## config.mk

```make
export PLATFORM = sky130hd
export DESIGN_NAME = uhtxe_ctrl
export DESIGN_NICKNAME = d
export VERILOG_FILES = /design/src/uhtxe_pkg.sv /design/src/uhtxe_ctrl.sv
export SDC_FILE = /design/constraint.sdc
export NUM_CORES = 1
export LEC_CHECK = 0
export ABC_CLOCK_PERIOD_IN_PS = 3500
export CORE_UTILIZATION = 65
export CTS_BUF_LIST = sky130_fd_sc_hd__clkbuf_4 sky130_fd_sc_hd__clkbuf_8
export CTS_CLUSTER_SIZE = 28
export DETAILED_ROUTE_END_ITERATION = 12
export DONT_BUFFER_PORTS = 1
export PLACE_DENSITY = 0.78
export SETUP_SLACK_MARGIN = 0.1
export SLEW_MARGIN = 40
export SYNTH_ARGS = -nofsm -noshare
export SYNTH_HDL_FRONTEND = slang
export SYNTH_SLANG_ARGS = --single-unit
```

## constraint.sdc

```tcl
create_clock -name i_sys_clk -period 3.5 [get_ports i_sys_clk]
set_input_delay 0.175 -clock i_sys_clk [delete_from_list [all_inputs] [get_ports i_sys_clk]]
set_output_delay 0.175 -clock i_sys_clk [all_outputs]
set_load 0.01 [all_outputs]
```

## src/uhtxe_pkg.sv

```systemverilog
// Constants and types for the host transmit endpoint control block
// What this block does
// - Direction bit 13 set means transmit; matters only with a shared FIFO.
// - DMA requests are raised only while bit 12 is set.
// - Forced toggle bit 11 flips toggle and drops packet without ACK.
// - Bit 9 enables a toggle write and clears itself once stored.
// - Bit 8 reads the toggle; writes count only with bit 9 high.
// - Bulk NAKs past the limit halt the endpoint and set bit 7.
// - Writing one to bit 6 resets the data toggle; write-only.
// - STALL sets bit 5, flushes the FIFO and clears packet ready.
// - Bit 4 with packet ready sends SETUP and clears the toggle.
// - Flush bit 3 drops next packet, clears packet ready; needs it set.
// - Three unanswered bulk or interrupt attempts set bit 2 and interrupt.
// - Bit 1 is set while the FIFO holds at least one packet.
// - Bit 0 set by software; cleared after sending, with an interrupt.
// - Max payload bits 10-0, up to 1024 bytes, upper bits read zero.
package uhtxe_pkg;
    // Register byte addresses
    localparam logic [7:0] ADDR_CSR = 8'h00;
    localparam logic [7:0] ADDR_MAXP = 8'h04;
    localparam logic [7:0] ADDR_NAKLIM = 8'h08;
    localparam logic [7:0] ADDR_EPCFG = 8'h0c;
    localparam logic [7:0] ADDR_IRQ_STAT = 8'h10;
    localparam logic [7:0] ADDR_IRQ_EN = 8'h14;
    localparam logic [7:0] ADDR_IRQ_CLR = 8'h18;
    // Control/status bit positions
    localparam int B_DIR = 13;
    localparam int B_DMA_EN = 12;
    localparam int B_FORCE = 11;
    localparam int B_DMA_MODE = 10;
    localparam int B_TWE = 9;
    localparam int B_TOG = 8;
    localparam int B_NAKTO = 7;
    localparam int B_CLRTOG = 6;
    localparam int B_STALL = 5;
    localparam int B_SETUP = 4;
    localparam int B_FLUSH = 3;
    localparam int B_ERR = 2;
    localparam int B_FNE = 1;
    localparam int B_PKTRDY = 0;
    // Interrupt status bit positions
    localparam int I_TXDONE = 0;
    localparam int I_ERR = 1;
    localparam int I_STALL = 2;
    localparam int I_NAKTO = 3;
    localparam int IRQ_W = 4;
    // Field widths, limits and reset values
    localparam int MAXP_W = 11;
    localparam logic [10:0] MAXP_LIMIT = 11'h400;
    localparam logic [10:0] MAXP_RST = 11'h000;
    localparam logic [7:0] NAKLIM_RST = 8'h00;
    localparam logic [1:0] RETRY_LIMIT = 2'h3;
    localparam logic [1:0] RESP_OKAY = 2'h0;
    localparam logic [1:0] RESP_SLVERR = 2'h2;
    // Endpoint transfer type
    typedef enum logic [1:0] {EP_CTRL, EP_ISO, EP_BULK, EP_INTR} uhtxe_ep_e;
    // Handshake results from the packet engine, one-cycle pulses
    typedef struct packed {
        logic ack;
        logic nak;
        logic stall;
        logic no_hs;
    } uhtxe_evt_s;
    // Transmit request toward the packet engine
    typedef struct packed {
        logic send;
        logic setup;
        logic toggle;
        logic halted;
    } uhtxe_req_s;
endpackage

```

## src/uhtxe_ctrl.sv

```systemverilog
// Host transmit endpoint control, status and AXI4-Lite register slave
//
// Design decisions made here: the AXI4-Lite interface to the registers and the placing of the registers.
`timescale 1ns/10ps
module uhtxe_ctrl #(
    parameter int FIFO_PKTS = 2,
    parameter bit SHARED_FIFO = 1'b1
) (
    input wire logic i_sys_clk,
    input wire logic i_rst,
    input wire logic i_ce,
    input wire logic [7:0] i_awaddr,
    input wire logic i_awvalid,
    output logic o_awready,
    input wire logic [31:0] i_wdata,
    input wire logic [3:0] i_wstrb,
    input wire logic i_wvalid,
    output logic o_wready,
    output logic [1:0] o_bresp,
    output logic o_bvalid,
    input wire logic i_bready,
    input wire logic [7:0] i_araddr,
    input wire logic i_arvalid,
    output logic o_arready,
    output logic [31:0] o_rdata,
    output logic [1:0] o_rresp,
    output logic o_rvalid,
    input wire logic i_rready,
    input wire uhtxe_pkg::uhtxe_evt_s i_evt,
    output uhtxe_pkg::uhtxe_req_s o_req,
    output logic o_dma_req,
    output logic [10:0] o_max_payload,
    output logic o_irq
);
    import uhtxe_pkg::*;

    localparam int CNT_W = $clog2(FIFO_PKTS + 1);
    localparam logic [CNT_W-1:0] CNT_FULL = CNT_W'(FIFO_PKTS);

    logic [7:0] awaddr_ff;
    logic aw_ok_ff;
    logic [31:0] wdata_ff;
    logic [3:0] wstrb_ff;
    logic w_ok_ff;
    logic wr_go;
    logic [31:0] wm;
    logic [31:0] wd;
    logic map_ok;
    logic [31:0] rd_val;
    logic rd_ok;
    // Control and status state
    logic dir_ff;
    logic dma_en_ff;
    logic force_ff;
    logic dma_mode_ff;
    logic twe_ff;
    logic tog_ff;
    logic nakto_ff;
    logic stall_ff;
    logic setup_ff;
    logic err_ff;
    logic pr_ff;
    logic [CNT_W-1:0] cnt_ff;
    logic [10:0] maxp_ff;
    logic [7:0] naklim_ff;
    uhtxe_ep_e eptype_ff;
    logic [7:0] nakcnt_ff;
    logic [1:0] retry_ff;
    logic [IRQ_W-1:0] ist_ff;
    logic [IRQ_W-1:0] ien_ff;
    // Decoded events
    logic csr_wr;
    logic live;
    logic ev_ack;
    logic ev_nak;
    logic ev_stall;
    logic ev_nohs;
    logic attempt_end;
    logic pkt_done;
    logic flush_go;
    logic sw_pr_set;
    logic bulk_int;
    logic nakto_set;
    logic err_set;
    logic [IRQ_W-1:0] ist_set;
    logic [IRQ_W-1:0] nxt_ist;
    logic [10:0] nxt_maxp;

    // Byte-lane mask and merged write data
    always_comb begin
        for (int i = 0; i < 4; i++) begin
            wm[i*8 +: 8] = {8{wstrb_ff[i]}};
        end
        wd = wdata_ff & wm;
    end

    assign wr_go = aw_ok_ff & w_ok_ff & ~o_bvalid;
    assign csr_wr = wr_go & (awaddr_ff == ADDR_CSR);

    // Write address and data are taken independently, one write at a time
    always_ff @(posedge i_sys_clk or posedge i_rst) begin
        if (i_rst) begin
            awaddr_ff <= 8'h00;
            aw_ok_ff <= 1'b0;
            o_awready <= 1'b0;
            wdata_ff <= 32'h0000_0000;
            wstrb_ff <= 4'h0;
            w_ok_ff <= 1'b0;
            o_wready <= 1'b0;
        end else if (i_ce) begin
            o_awready <= ~aw_ok_ff & ~(i_awvalid & o_awready) & ~o_bvalid;
            o_wready <= ~w_ok_ff & ~(i_wvalid & o_wready) & ~o_bvalid;
            if (i_awvalid & o_awready) begin
                awaddr_ff <= i_awaddr;
                aw_ok_ff <= 1'b1;
            end else if (wr_go) begin
                aw_ok_ff <= 1'b0;
            end
            if (i_wvalid & o_wready) begin
                wdata_ff <= i_wdata;
                wstrb_ff <= i_wstrb;
                w_ok_ff <= 1'b1;
            end else if (wr_go) begin
                w_ok_ff <= 1'b0;
            end
        end
    end

    // Address decode for writes
    always_comb begin
        case (awaddr_ff)
            ADDR_CSR, ADDR_MAXP, ADDR_NAKLIM, ADDR_EPCFG,
            ADDR_IRQ_EN, ADDR_IRQ_CLR: map_ok = 1'b1;
            default: map_ok = 1'b0;
        endcase
    end

    // Write response, held until the master takes it
    always_ff @(posedge i_sys_clk or posedge i_rst) begin
        if (i_rst) begin
            o_bvalid <= 1'b0;
            o_bresp <= RESP_OKAY;
        end else if (i_ce) begin
            if (wr_go) begin
                o_bvalid <= 1'b1;
                o_bresp <= map_ok ? RESP_OKAY : RESP_SLVERR;
            end else if (i_bready) begin
                o_bvalid <= 1'b0;
            end
        end
    end

    // Read multiplexer; reserved and write-only bits read as zero
    always_comb begin
        rd_ok = 1'b1;
        rd_val = 32'h0000_0000;
        case (i_araddr)
            ADDR_CSR: begin
                rd_val[B_DIR] = dir_ff;
                rd_val[B_DMA_EN] = dma_en_ff;
                rd_val[B_FORCE] = force_ff;
                rd_val[B_DMA_MODE] = dma_mode_ff;
                rd_val[B_TWE] = twe_ff;
                rd_val[B_TOG] = tog_ff;
                rd_val[B_NAKTO] = nakto_ff;
                rd_val[B_STALL] = stall_ff;
                rd_val[B_SETUP] = setup_ff;
                rd_val[B_ERR] = err_ff;
                rd_val[B_FNE] = (cnt_ff != '0);
                rd_val[B_PKTRDY] = pr_ff;
            end
            ADDR_MAXP: rd_val[MAXP_W-1:0] = maxp_ff;
            ADDR_NAKLIM: rd_val[7:0] = naklim_ff;
            ADDR_EPCFG: rd_val[1:0] = eptype_ff;
            ADDR_IRQ_STAT: rd_val[IRQ_W-1:0] = ist_ff;
            ADDR_IRQ_EN: rd_val[IRQ_W-1:0] = ien_ff;
            ADDR_IRQ_CLR: rd_val = 32'h0000_0000;
            default: rd_ok = 1'b0;
        endcase
    end

    // Read channel: address taken when no data is pending
    always_ff @(posedge i_sys_clk or posedge i_rst) begin
        if (i_rst) begin
            o_arready <= 1'b0;
            o_rvalid <= 1'b0;
            o_rdata <= 32'h0000_0000;
            o_rresp <= RESP_OKAY;
        end else if (i_ce) begin
            o_arready <= ~o_rvalid & ~(i_arvalid & o_arready);
            if (i_arvalid & o_arready) begin
                o_rvalid <= 1'b1;
                o_rdata <= rd_val;
                o_rresp <= rd_ok ? RESP_OKAY : RESP_SLVERR;
            end else if (i_rready) begin
                o_rvalid <= 1'b0;
            end
        end
    end

    // Handshake events count only while a send request is out
    assign live = o_req.send;
    assign ev_ack = live & i_evt.ack;
    assign ev_nak = live & i_evt.nak;
    assign ev_stall = live & i_evt.stall;
    assign ev_nohs = live & i_evt.no_hs;
    assign attempt_end = ev_ack | ev_nak | ev_nohs;
    assign pkt_done = ev_ack | (force_ff & attempt_end);
    assign flush_go = csr_wr & wm[B_FLUSH] & wd[B_FLUSH] & pr_ff;
    assign sw_pr_set = csr_wr & wd[B_PKTRDY] & ~pr_ff & (cnt_ff != CNT_FULL);
    assign bulk_int = (eptype_ff == EP_BULK) | (eptype_ff == EP_INTR);
    assign nakto_set = ev_nak & (eptype_ff == EP_BULK) & (naklim_ff != 8'h00)
                       & (nakcnt_ff >= naklim_ff);
    assign err_set = ev_nohs & bulk_int & (retry_ff == RETRY_LIMIT - 2'h1);

    // Software-owned configuration bits of the control register
    always_ff @(posedge i_sys_clk or posedge i_rst) begin
        if (i_rst) begin
            dir_ff <= 1'b0;
            dma_en_ff <= 1'b0;
            force_ff <= 1'b0;
            dma_mode_ff <= 1'b0;
            setup_ff <= 1'b0;
        end else if (i_ce && csr_wr) begin
            if (wm[B_DIR]) dir_ff <= wd[B_DIR];
            if (wm[B_DMA_EN]) dma_en_ff <= wd[B_DMA_EN];
            if (wm[B_FORCE]) force_ff <= wd[B_FORCE];
            if (wm[B_DMA_MODE]) dma_mode_ff <= wd[B_DMA_MODE];
            if (wm[B_SETUP]) setup_ff <= wd[B_SETUP];
        end
    end

    // Toggle write enable is a one-cycle mark of a stored toggle
    always_ff @(posedge i_sys_clk or posedge i_rst) begin
        if (i_rst) begin
            twe_ff <= 1'b0;
        end else if (i_ce) begin
            twe_ff <= csr_wr & wd[B_TWE];
        end
    end

    // Data toggle: clears first, then explicit writes, then flips
    always_ff @(posedge i_sys_clk or posedge i_rst) begin
        if (i_rst) begin
            tog_ff <= 1'b0;
        end else if (i_ce) begin
            if (csr_wr & (wd[B_CLRTOG] | wd[B_SETUP])) begin
                tog_ff <= 1'b0;
            end else if (csr_wr & wd[B_TWE] & wm[B_TOG]) begin
                tog_ff <= wd[B_TOG];
            end else if (pkt_done) begin
                tog_ff <= ~tog_ff;
            end
        end
    end

    // Packet ready: set by software, cleared by send, stall or flush
    always_ff @(posedge i_sys_clk or posedge i_rst) begin
        if (i_rst) begin
            pr_ff <= 1'b0;
        end else if (i_ce) begin
            if (pkt_done | ev_stall | flush_go) begin
                pr_ff <= 1'b0;
            end else if (sw_pr_set) begin
                pr_ff <= 1'b1;
            end
        end
    end

    // Packets held in the FIFO; one leaves per send or flush
    always_ff @(posedge i_sys_clk or posedge i_rst) begin
        if (i_rst) begin
            cnt_ff <= '0;
        end else if (i_ce) begin
            if (ev_stall) begin
                cnt_ff <= '0;
            end else if ((pkt_done | flush_go) & ~sw_pr_set) begin
                cnt_ff <= cnt_ff - CNT_W'(1);
            end else if (sw_pr_set & ~(pkt_done | flush_go)) begin
                cnt_ff <= cnt_ff + CNT_W'(1);
            end
        end
    end

    // Sticky flags: hardware set wins over a software clear
    always_ff @(posedge i_sys_clk or posedge i_rst) begin
        if (i_rst) begin
            nakto_ff <= 1'b0;
            stall_ff <= 1'b0;
            err_ff <= 1'b0;
        end else if (i_ce) begin
            if (nakto_set) nakto_ff <= 1'b1;
            else if (csr_wr & wm[B_NAKTO]) nakto_ff <= wd[B_NAKTO];
            if (ev_stall) stall_ff <= 1'b1;
            else if (csr_wr & wm[B_STALL]) stall_ff <= wd[B_STALL];
            if (err_set) err_ff <= 1'b1;
            else if (csr_wr & wm[B_ERR]) err_ff <= wd[B_ERR];
        end
    end

    // NAK and no-handshake counters, restarted whenever a packet leaves
    always_ff @(posedge i_sys_clk or posedge i_rst) begin
        if (i_rst) begin
            nakcnt_ff <= 8'h00;
            retry_ff <= 2'h0;
        end else if (i_ce) begin
            if (pkt_done | ev_stall | flush_go | nakto_set) begin
                nakcnt_ff <= 8'h00;
            end else if (ev_nak & (nakcnt_ff != 8'hff)) begin
                nakcnt_ff <= nakcnt_ff + 8'h01;
            end
            if (pkt_done | ev_stall | flush_go | err_set) begin
                retry_ff <= 2'h0;
            end else if (ev_nohs) begin
                retry_ff <= retry_ff + 2'h1;
            end
        end
    end

    // Payload limit clamped to the largest legal size
    always_comb begin
        nxt_maxp = maxp_ff;
        if (wm[0]) nxt_maxp[7:0] = wd[7:0];
        if (wm[8]) nxt_maxp[10:8] = wd[10:8];
        if (nxt_maxp > MAXP_LIMIT) nxt_maxp = MAXP_LIMIT;
    end

    // Other configuration registers
    always_ff @(posedge i_sys_clk or posedge i_rst) begin
        if (i_rst) begin
            maxp_ff <= MAXP_RST;
            naklim_ff <= NAKLIM_RST;
            eptype_ff <= EP_CTRL;
        end else if (i_ce && wr_go) begin
            if (awaddr_ff == ADDR_MAXP) maxp_ff <= nxt_maxp;
            if (awaddr_ff == ADDR_NAKLIM && wm[0]) naklim_ff <= wd[7:0];
            if (awaddr_ff == ADDR_EPCFG && wm[0]) begin
                eptype_ff <= uhtxe_ep_e'(wd[1:0]);
            end
        end
    end

    // Interrupt sources
    always_comb begin
        ist_set = '0;
        ist_set[I_TXDONE] = pkt_done & pr_ff;
        ist_set[I_ERR] = err_set;
        ist_set[I_STALL] = ev_stall;
        ist_set[I_NAKTO] = nakto_set;
        nxt_ist = ist_ff;
        if (wr_go && awaddr_ff == ADDR_IRQ_CLR) begin
            nxt_ist = ist_ff & ~wd[IRQ_W-1:0];
        end
        nxt_ist = nxt_ist | ist_set;
    end

    // Interrupt status, enable and output level
    always_ff @(posedge i_sys_clk or posedge i_rst) begin
        if (i_rst) begin
            ist_ff <= '0;
            ien_ff <= '0;
            o_irq <= 1'b0;
        end else if (i_ce) begin
            ist_ff <= nxt_ist;
            if (wr_go && awaddr_ff == ADDR_IRQ_EN && wm[0]) begin
                ien_ff <= wd[IRQ_W-1:0];
            end
            o_irq <= |(nxt_ist & ien_ff);
        end
    end

    // Outputs toward the packet engine and the DMA controller
    always_ff @(posedge i_sys_clk or posedge i_rst) begin
        if (i_rst) begin
            o_req <= '0;
            o_dma_req <= 1'b0;
            o_max_payload <= MAXP_RST;
        end else if (i_ce) begin
            o_req.halted <= nakto_ff | stall_ff | err_ff;
            o_req.send <= pr_ff & ~(pkt_done | ev_stall | flush_go)
                          & ~(nakto_ff | nakto_set | stall_ff | ev_stall)
                          & ~(err_ff | err_set)
                          & (dir_ff | ~SHARED_FIFO);
            o_req.setup <= setup_ff;
            o_req.toggle <= tog_ff;
            o_dma_req <= dma_en_ff & (dir_ff | ~SHARED_FIFO)
                         & (cnt_ff != CNT_FULL) & ~pr_ff;
            o_max_payload <= maxp_ff;
        end
    end
endmodule

```

==> results of run 1 <==
## layout by cell type, fill, tap and decap left out, types with 12 or more instances in the layout
cell           Yosys  layout
clkbuf_8           0      22
nand3_1           16      15
a21oi_1           16      16
nor2_1            38      37
dfrtp_1          116     116
nand2_1           75      75
nor3_1            12      12
mux2_2            52      52
conb_1             1      20
dlygate4sd3_1      0      33
o21ai_0           46      46
inv_1             13      12
## sequential cells by signal, indices dropped and copies added (netlist names), 2 cells and up
name	count
maxp_ff	11
cnt_ff	2
retry_ff	2
awaddr_ff	8
ien_ff	4
wstrb_ff	2
naklim_ff	8
nakcnt_ff	8
o_max_payload	11
wdata_ff	14
o_req	3
eptype_ff	2
o_rdata	14
ist_ff	4
## cell type report
class	instances	area [sq um]	area share, %
Multi-Input combinational cell	397	2610	40.1
Sequential cell	116	2900	44.6
Clock buffer	23	310	4.77
Tap cell	105	131	2.02
Inverter	14	55.1	0.846
Clock inverter	8	123	1.88
Timing Repair Buffer	36	378	5.80
## per-layer routing
layer,wire length (um),up-vias,share of wire [%]
met3,1140,28,8.5
met1,5690,2197,42
met4,281,0,2.1
li1,-,2010,-
met2,6400,233,47
met5,0,-,0
## timing repair
item | in CTS | in global routing
hold endpoints to repair | 114 | 0
endpoints found under the setup margin | 0 | 0
hold buffers | 34 | 0
## logic make-up (layout without fill, tap and decap cells)
| group | Yosys count | count (layout) | synth area share, % |
|---|---|---|---|
| other | 1 | 20 | 0.0652 |
| multiplexers | 56 | 56 | 11.1 |
| AO/OA/AOI/OAI | 118 | 118 | 13.5 |
| adder cells (fa/ha/maj) | 10 | 10 | 2.18 |
| AND/OR/NAND/NOR | 185 | 185 | 16.0 |
| XOR/XNOR | 8 | 8 | 1.22 |
| flip-flops | 116 | 116 | 50.5 |
| buffers and inverters | 58 | 81 | 5.50 |
## worst max-delay path, stage by stage, from the launching register on
cell,delay (ns)
dfrtp_1,0.39
inv_1,0.08
ha_1,0.30
nand2_1,0.07
o21ai_0,0.19
a21oi_1,0.08
a211oi_2,0.54
nor2_1,0.17
a32o_1,0.28
## stage by stage
| step | instances | setup slack (ns) | total power [uW] | area (sq um) | hold slack, ns |
|---|---|---|---|---|---|
| 5_1_grt | 699 | 1.11 | 4140 | 6510 | 0.0165 |
| 4_1_cts | 699 | 1.14 | 3940 | 6510 | 0.00676 |
| 3_3_place_gp | 634 | 1.26 | 2540 | 5720 | 0.167 |
| 6_report | 699 | 1.28 | 3960 | 6510 | 0.0155 |
| 3_5_place_dp | 634 | 1.21 | 2580 | 5730 | 0.172 |
| 2_1_floorplan | 571 | 0.253 | 2400 | 5820 | 0.326 |
## path summary, 6_finish.rpt
path,from,endpoint,slack [ns]
hold reg to reg,retry_ff[1],retry_ff[1],0.50
hold / removal,i_wvalid,o_wready,0.02
min in group asynchronous,i_rst,o_arready,0.32
setup reg to reg,naklim_ff[7],live,1.28
max in group asynchronous,i_rst,wdata_ff[2],2.42
setup / recovery,naklim_ff[7],live,1.28
## power groups by stage
stage	Combinational, uW	Clock [uW]	Sequential, uW
2_1_floorplan	595	0	1810
3_3_place_gp	563	0	1980
3_5_place_dp	593	0	1990
4_1_cts	639	1330	1970
5_1_grt	717	1400	2020
6_report	646	1330	1980
==> flow_summary.json, run 1 <==
{
  "status": "completed",
  "cts.htree.levels": 4,
  "critPathMaxFanout": 8,
  "antenna_left": 0,
  "use_met3_pct": 8.61,
  "synth_warnings": 0,
  "die_w_um": 96.1,
  "async_flop_share_pct": 100,
  "globalRouteTotalUtil_pct": 32.4,
  "yosysMostFrequentCell": "dfrtp_1",
  "switchingPower_uw": 1250,
  "yosysTopAreaCell": "dfrtp_1",
  "leakage_uw": 0.00298,
  "internal_power_uw": 2710,
  "finalHoldViolations": 0,
  "drive_above_1_share_pct": 16.8,
  "grt_pass1_vias": 4454,
  "grt_use_met1_pct": 41.8,
  "p_sw_share_pct": 31.5,
  "rows": 33,
  "final_nets": 656,
  "reg2regPathDepth": 8,
  "netlist_top_cells_area": "dfrtp_1, mux2_2, nand2_1, o21ai_0, buf_4",
  "netlist_instances": 552,
  "synth.distinct_cells": 58,
  "tritoncts": "done",
  "die_area_sq_mm": 0.00923,
  "initial_utilization_pct": 68.6,
  "timing.setup.tns_ns": 0,
  "nFillCells": 527,
  "dpl.hpwl_um": 9130,
  "whs_path_depth": 2,
  "wire_per_inst_um": 19.3,
  "gr-max-usage-layer": "met2",
  "grt_use_met2_pct": 51.7,
  "die_h_um": 96.1,
  "grt_max_degree": 68,
  "synth_area_sq_mm": 0.00575,
  "grt_antenna_before_repair": 0,
  "syn_area_per_cell_sq_um": 10.4,
  "syn_to_final_growth_pct": 13.2,
  "clock_latency_ns": 0.42,
  "setup.worst_path.end_class": "register",
  "coreArea_sq_mm": 0.00838,
  "skew_ns": 0.00866,
  "clkSinkCount": 116,
  "setup_violations": 0,
  "fin_crit_sh_pct": 63.4,
  "max_slew_margin_pct": 48.7,
  "seqPwrFrac_pct": 50.1,
  "combPwrFrac_pct": 16.3,
  "worst_ep_required_time_ns": 3.82,
  "postCtsSetupBuffers": 0,
  "synth-seq-cells": 116,
  "period_needed_ns": 2.22,
  "synth_common_cells": "dfrtp_1, nand2_1, mux2_2",
  "power.density_mw_per_mm2": 608,
  "cts-root-buf": "clkbuf_8",
  "drc": 0,
  "maxCapViolations": 0,
  "first_pass_iters": 5,
  "wl_um": 13500,
  "p_clk_share_pct": 33.6,
  "crit_arrival_ns": 2.54,
  "cts_resized": 0,
  "cts_buffers": 17,
  "fin_util_pct": 77.7,
  "drt_iter0_markers": 313,
  "clockBufferDepth": 2,
  "peakVddDrop_uv": 444,
  "grt_overflow": 0,
  "ys.flop_type": "dfrtp_1",
  "worst-slew-pin-transition_ns": 0.768,
  "vias": 4468,
  "cp-start-kind": "register",
  "ios": 122,
  "hold_path.class": "in -> reg",
  "rsz0062_at_grt": "false",
  "grt_pass1_wl_um": 22000,
  "clkTransAtPathRegs_ns": 0.07,
  "synth_top_cell_area_share_pct": 50.5,
  "gp_congestion": 0.854,
  "vias_per_cell": 6.39,
  "ys_seq_area_share_pct": 50.5,
  "slew_viol_final": 0,
  "max_freq_ghz": 0.450,
  "path_class": "reg -> reg",
  "io_buffers": 0,
  "synth_edf_count": 0,
  "antenna_cells": 0
}
Power figures use the tool's default switching activity.
==> inputs of run 2 (changes only) <==
- ABC_CLOCK_PERIOD_IN_PS: 3500 -> 2200
- clock period: 3.5 -> 2.2 ns (I/O delays scaled with it)
==> flow_summary.json, run 2 (synthesis gave the netlist of run 1 again) <==
{
  "skew_ns": 0.00986,
  "grt_pass1_wl_um": 22300,
  "hold_path.class": "in -> reg",
  "p_total_uw": 6600,
  "syn_to_final_growth_pct": 15.9,
  "maxCapViolations": 0,
  "io_buffers": 0,
  "coreArea_sq_mm": 0.00838,
  "dpl.hpwl_um": 9370,
  "path_cells": "nor3_1 -> nand3_2 -> nor4_4 -> o21ai_1 -> a32o_1",
  "cp-start-kind": "register",
  "peakVddDrop_uv": 751,
  "rows": 33,
  "final_common_cell": "dfrtp_1",
  "cts-root-buf": "clkbuf_8",
  "grt_max_degree": 50,
  "postCtsSetupBuffers": 0,
  "clock_latency_ns": 0.43,
  "rsz0062_at_grt": "true",
  "clkSinkCount": 116,
  "vias": 4500,
  "max_stage_delay_ns": 0.43,
  "wire_per_inst_um": 19.6,
  "grt_overflow": 0,
  "die_h_um": 96.1,
  "clkTransAtPathRegs_ns": 0.07,
  "cts_buffers": 17,
  "timing.setup.tns_ns": 0,
  "drt_iter0_markers": 409,
  "slew_viol_final": 0,
  "ios": 122,
  "die_area_sq_mm": 0.00923,
  "gp_congestion": 0.850,
  "grt_antenna_before_repair": 0,
  "vias_per_cell": 6.32,
  "fin_crit_sh_pct": 92.4,
  "crit_arrival_ns": 2.34,
  "drive_above_1_share_pct": 18.3,
  "globalRouteTotalUtil_pct": 32.9,
  "max_freq_ghz": 0.492,
  "initial_utilization_pct": 68.6,
  "path_class": "reg -> reg",
  "antenna_left": 0,
  "tritoncts": "done",
  "wl_um": 13900,
  "clockBufferDepth": 2,
  "leakage_uw": 0.00305,
  "die_w_um": 96.1,
  "drc": 0,
  "setup.worst_path.end_class": "register",
  "status": "completed",
  "antenna_cells": 0,
  "power.density_mw_per_mm2": 991,
  "worst_ep_required_time_ns": 2.51,
  "final_nets": 668,
  "worst-slew-pin-transition_ns": 0.679,
  "grt_pass1_vias": 4495,
  "cts.htree.levels": 4,
  "top_regs": "o_rdata (14), wdata_ff (14)",
  "finalHoldViolations": 0,
  "cpMaxStageDelayCell": "dfrtp_1",
  "period_needed_ns": 2.03,
  "setup_violations": 0,
  "max_slew_margin_pct": 54.6,
  "critPathMaxFanout": 7,
  "final_cell_mix": "dfrtp_1, nand2_1, mux2_2, o21ai_0, nor2_1",
  "first_pass_iters": 5
}
[run 2: changes by cell type in the layout (fill, tap and decap cells not counted)]
cell and change:
or4_1 -1, bufinv_16 +2, dlygate4sd3_1 +2, buf_4 +9
clkbuf_8 -2, clkinvlp_4 +3, inv_4 -1, clkbuf_4 -1
clkinv_2 -1, nor2_2 -1, clkinv_4 +1, buf_12 +1
or4_4 +1, nor2_1 +1
[run 2: per-layer routing]
metal,share of wire [%],GRT usage [%],up-vias,routed length [um]
met1,41,42.6,2183,5660
li1,-,-,2036,-
met4,2.6,14.1,0,362
met2,49,52.5,231,6810
met5,0,0,-,0
met3,7.9,8.53,50,1100
[run 2: worst max-delay path: cells and delay by family (launching register included)]
kind | cells | cell delay, ns
simple gates | 3 | 0.89
flops | 1 | 0.43
compound gates | 2 | 0.59
[run 2: final cells by class]
type | count | area (sq um)
Clock inverter | 12 | 201
Tap cell | 105 | 131
Sequential cell | 116 | 2900
Fill cell | 516 | 1720
Multi-Input combinational cell | 397 | 2610
Clock buffer | 20 | 275
Inverter | 14 | 56.3
Timing Repair Buffer | 48 | 485
[run 2: metrics by stage]
| stage | setup WS (ns) | hold slack (ns) | util (%) | std cells | instance area (sq um) |
|---|---|---|---|---|---|
| 6_report | 0.167 | 0.0228 | 79.5 | 712 | 6670 |
| 5_1_grt | 0.0503 | 0.0238 | 79.5 | 712 | 6670 |
| 4_1_cts | 0.179 | 0.00793 | 79.4 | 712 | 6660 |
| 3_5_place_dp | 0.215 | 0.107 | 69.3 | 644 | 5810 |
| 3_3_place_gp | 0.297 | 0.105 | 69.3 | 644 | 5810 |
| 2_1_floorplan | 0.425 | 0.261 | - | 571 | 5830 |
[run 2: power by group]
group / leakage (uW) / internal (uW) / switching (uW)
logic: 0.00131 / 575 / 590
registers: 0.00150 / 2530 / 587
clock network: 0.000235 / 1440 / 883
total: 0.00305 / 4540 / 2060
[run 2: worst paths after layout]
kind                         startpoint     endpoint  slack [ns]  cells after the start
min in group asynchronous         i_rst    o_arready        0.26                      2
min reg2reg                 retry_ff[1]  retry_ff[1]        0.51                      2
max                        awaddr_ff[0]   maxp_ff[0]        0.17                      5
min                                i_ce    ist_ff[3]        0.02                      3
max reg2reg                awaddr_ff[0]   maxp_ff[0]        0.17                      5
max in group asynchronous         i_rst    ien_ff[0]        1.26                      3
[run 2: timing repair]
item,CTS,global route
hold buffers,36,0
endpoints found under the hold margin,111,0
gates resized for setup,0,2
endpoints found under the setup margin,0,10
==> inputs of run 3 (changes only) <==
- CELL_PAD_IN_SITES_DETAIL_PLACEMENT: default -> 1
- CELL_PAD_IN_SITES_GLOBAL_PLACEMENT: default -> 1
- CORE_UTILIZATION: 65 -> 51
- PLACE_DENSITY: 0.78 -> 0.79
==> flow_summary.json, run 3 (synthesis gave the netlist of run 1 again) <==
{
  "tritoncts": "done",
  "final_cell_mix": "dfrtp_1, nand2_1, mux2_2, o21ai_0, dlygate4sd3_1",
  "final_cell_area_sq_mm": 0.00677,
  "clockBufferDepth": 2,
  "timing.setup.tns_ns": 0,
  "dpl_cell_area_sq_mm": 0.00588,
  "grt_overflow": 0,
  "cts-root-buf": "clkbuf_8",
  "wl_um": 17300,
  "max_freq_ghz": 0.496,
  "slew_viol_final": 0,
  "setup.worst_path.end_class": "register",
  "r2r-end": "nakcnt_ff[0]",
  "critPathMaxFanout": 8,
  "fin_crit_sh_pct": 91.6,
  "cts.htree.levels": 4,
  "leakage_uw": 0.00309,
  "final_common_cell": "dfrtp_1",
  "antenna_cells": 0,
  "power.density_mw_per_mm2": 959,
  "cp-start-kind": "register",
  "skew_ns": 0.0134,
  "wire_per_inst_um": 22.8,
  "clock_latency_ns": 0.46,
  "rrSetupSlack_ns": 0.18,
  "holdWs_ns": 0.0502,
  "p_total_uw": 6500,
  "clkSinkCount": 116,
  "vias": 4622,
  "die_area_sq_mm": 0.0117,
  "final_nets": 680,
  "max_slew_margin_pct": 60.0,
  "reg2regPathDepth": 9,
  "reg2reg_from": "naklim_ff[2]",
  "io_buffers": 0,
  "maxCapViolations": 0,
  "worst_ep_required_time_ns": 2.60,
  "vias_per_cell": 6.10,
  "status": "completed",
  "globalRouteTotalUtil_pct": 31.4,
  "grt_max_degree": 51,
  "cts_buffers": 17,
  "die_h_um": 108,
  "worst-slew-pin-transition_ns": 0.594,
  "rsz0062_at_grt": "false",
  "syn_to_final_growth_pct": 17.8,
  "path_class": "reg -> reg",
  "antenna_left": 0,
  "die_w_um": 108,
  "hold_path.class": "in -> reg",
  "clkTransAtPathRegs_ns": 0.08,
  "grt_pass1_vias": 4950,
  "peakVddDrop_uv": 624,
  "coreArea_sq_mm": 0.0109,
  "drive_above_1_share_pct": 20.1,
  "top_regs": "o_rdata (14), wdata_ff (14)",
  "crit_arrival_ns": 2.42,
  "finalHoldViolations": 0,
  "preCtsSetupSlack_ns": 0.168,
  "crit_end": "nakcnt_ff[0]",
  "drc": 0,
  "setup_slack_ns": 0.184,
  "grt_antenna_before_repair": 0,
  "dpl.hpwl_um": 11200,
  "gp_congestion": 0.844,
  "ios": 122,
  "period_needed_ns": 2.02,
  "initial_utilization_pct": 52.6,
  "grt_pass1_wl_um": 27000,
  "first_pass_iters": 4,
  "setup_violations": 0,
  "rows": 38,
  "crit_start": "naklim_ff[2]",
  "drt_iter0_markers": 264
}
==> run 3: changes by cell type in the layout (fill, tap and decap cells not counted), sizes merged <==
cell	previous run	this run
buf	13	21
dlygate4sd3	35	39
bufinv	5	3
clkinv	6	8
clkinvlp	3	2
==> run 3: routing by layer <==
layer  GRT usage [%]  vias up  part of all wire, %
li1                -     2050                    -
met1            38.6     2368                   41
met2            51.5      163                   50
met3            6.99       41                  5.4
met4            17.0        0                  3.0
met5               0        -                    0
==> run 3: per-stage QoR <==
stage,util (%),cells
after global routing,61.9,758
after CTS,61.2,753
after detailed placement,53.7,682
final,61.9,758
after floorplan,-,571
after global placement,53.7,682
==> run 3: power breakdown <==
group / internal [uW] / switching (uW)
Sequential: 2530 / 625
Clock: 1190 / 889
Combinational: 605 / 663
==> run 3: area by class of cell <==
type / count / area (sq um)
Clock buffer: 20 / 275
Timing Repair Buffer: 60 / 606
Fill cell: 1179 / 4160
Sequential cell: 116 / 2900
Multi-Input combinational cell: 397 / 2630
Tap cell: 140 / 175
Inverter: 14 / 56.3
Clock inverter: 11 / 133
==> run 3: worst min-delay path by stage <==
stage,startpoint,end,slack [ns],cells past startpoint
3_5_place_dp,i_rst,dma_mode_ff,0.14,1
5_1_grt,i_evt[3],ist_ff[0],0.04,2
4_1_cts,i_araddr[2],o_rdata[3],0.01,3
3_3_place_gp,i_rst,dma_mode_ff,0.12,1
2_1_floorplan,i_wdata[0],wdata_ff[0],0.26,1
6_report,i_evt[3],ist_ff[0],0.05,2
==> run 3: worst max-delay path, stage by stage (launching register included) <==
cell and delay, ns:
dfrtp_1 0.36, inv_2 0.06, ha_1 0.33, a211oi_1 0.20, o21ai_0 0.12, a21oi_1 0.20
a211oi_2 0.05, buf_4 0.20, o31ai_2 0.29, a22o_1 0.17
==> run 3: timing repair <==
| action | 4_1_cts | 5_1_grt |
|---|---|---|
| endpoints found under the hold margin | 114 | 0 |
| endpoints found under the setup margin | 0 | 23 |
| setup buffers | 0 | 4 |
| gates resized for setup | 0 | 8 |
| hold buffers | 40 | 0 |
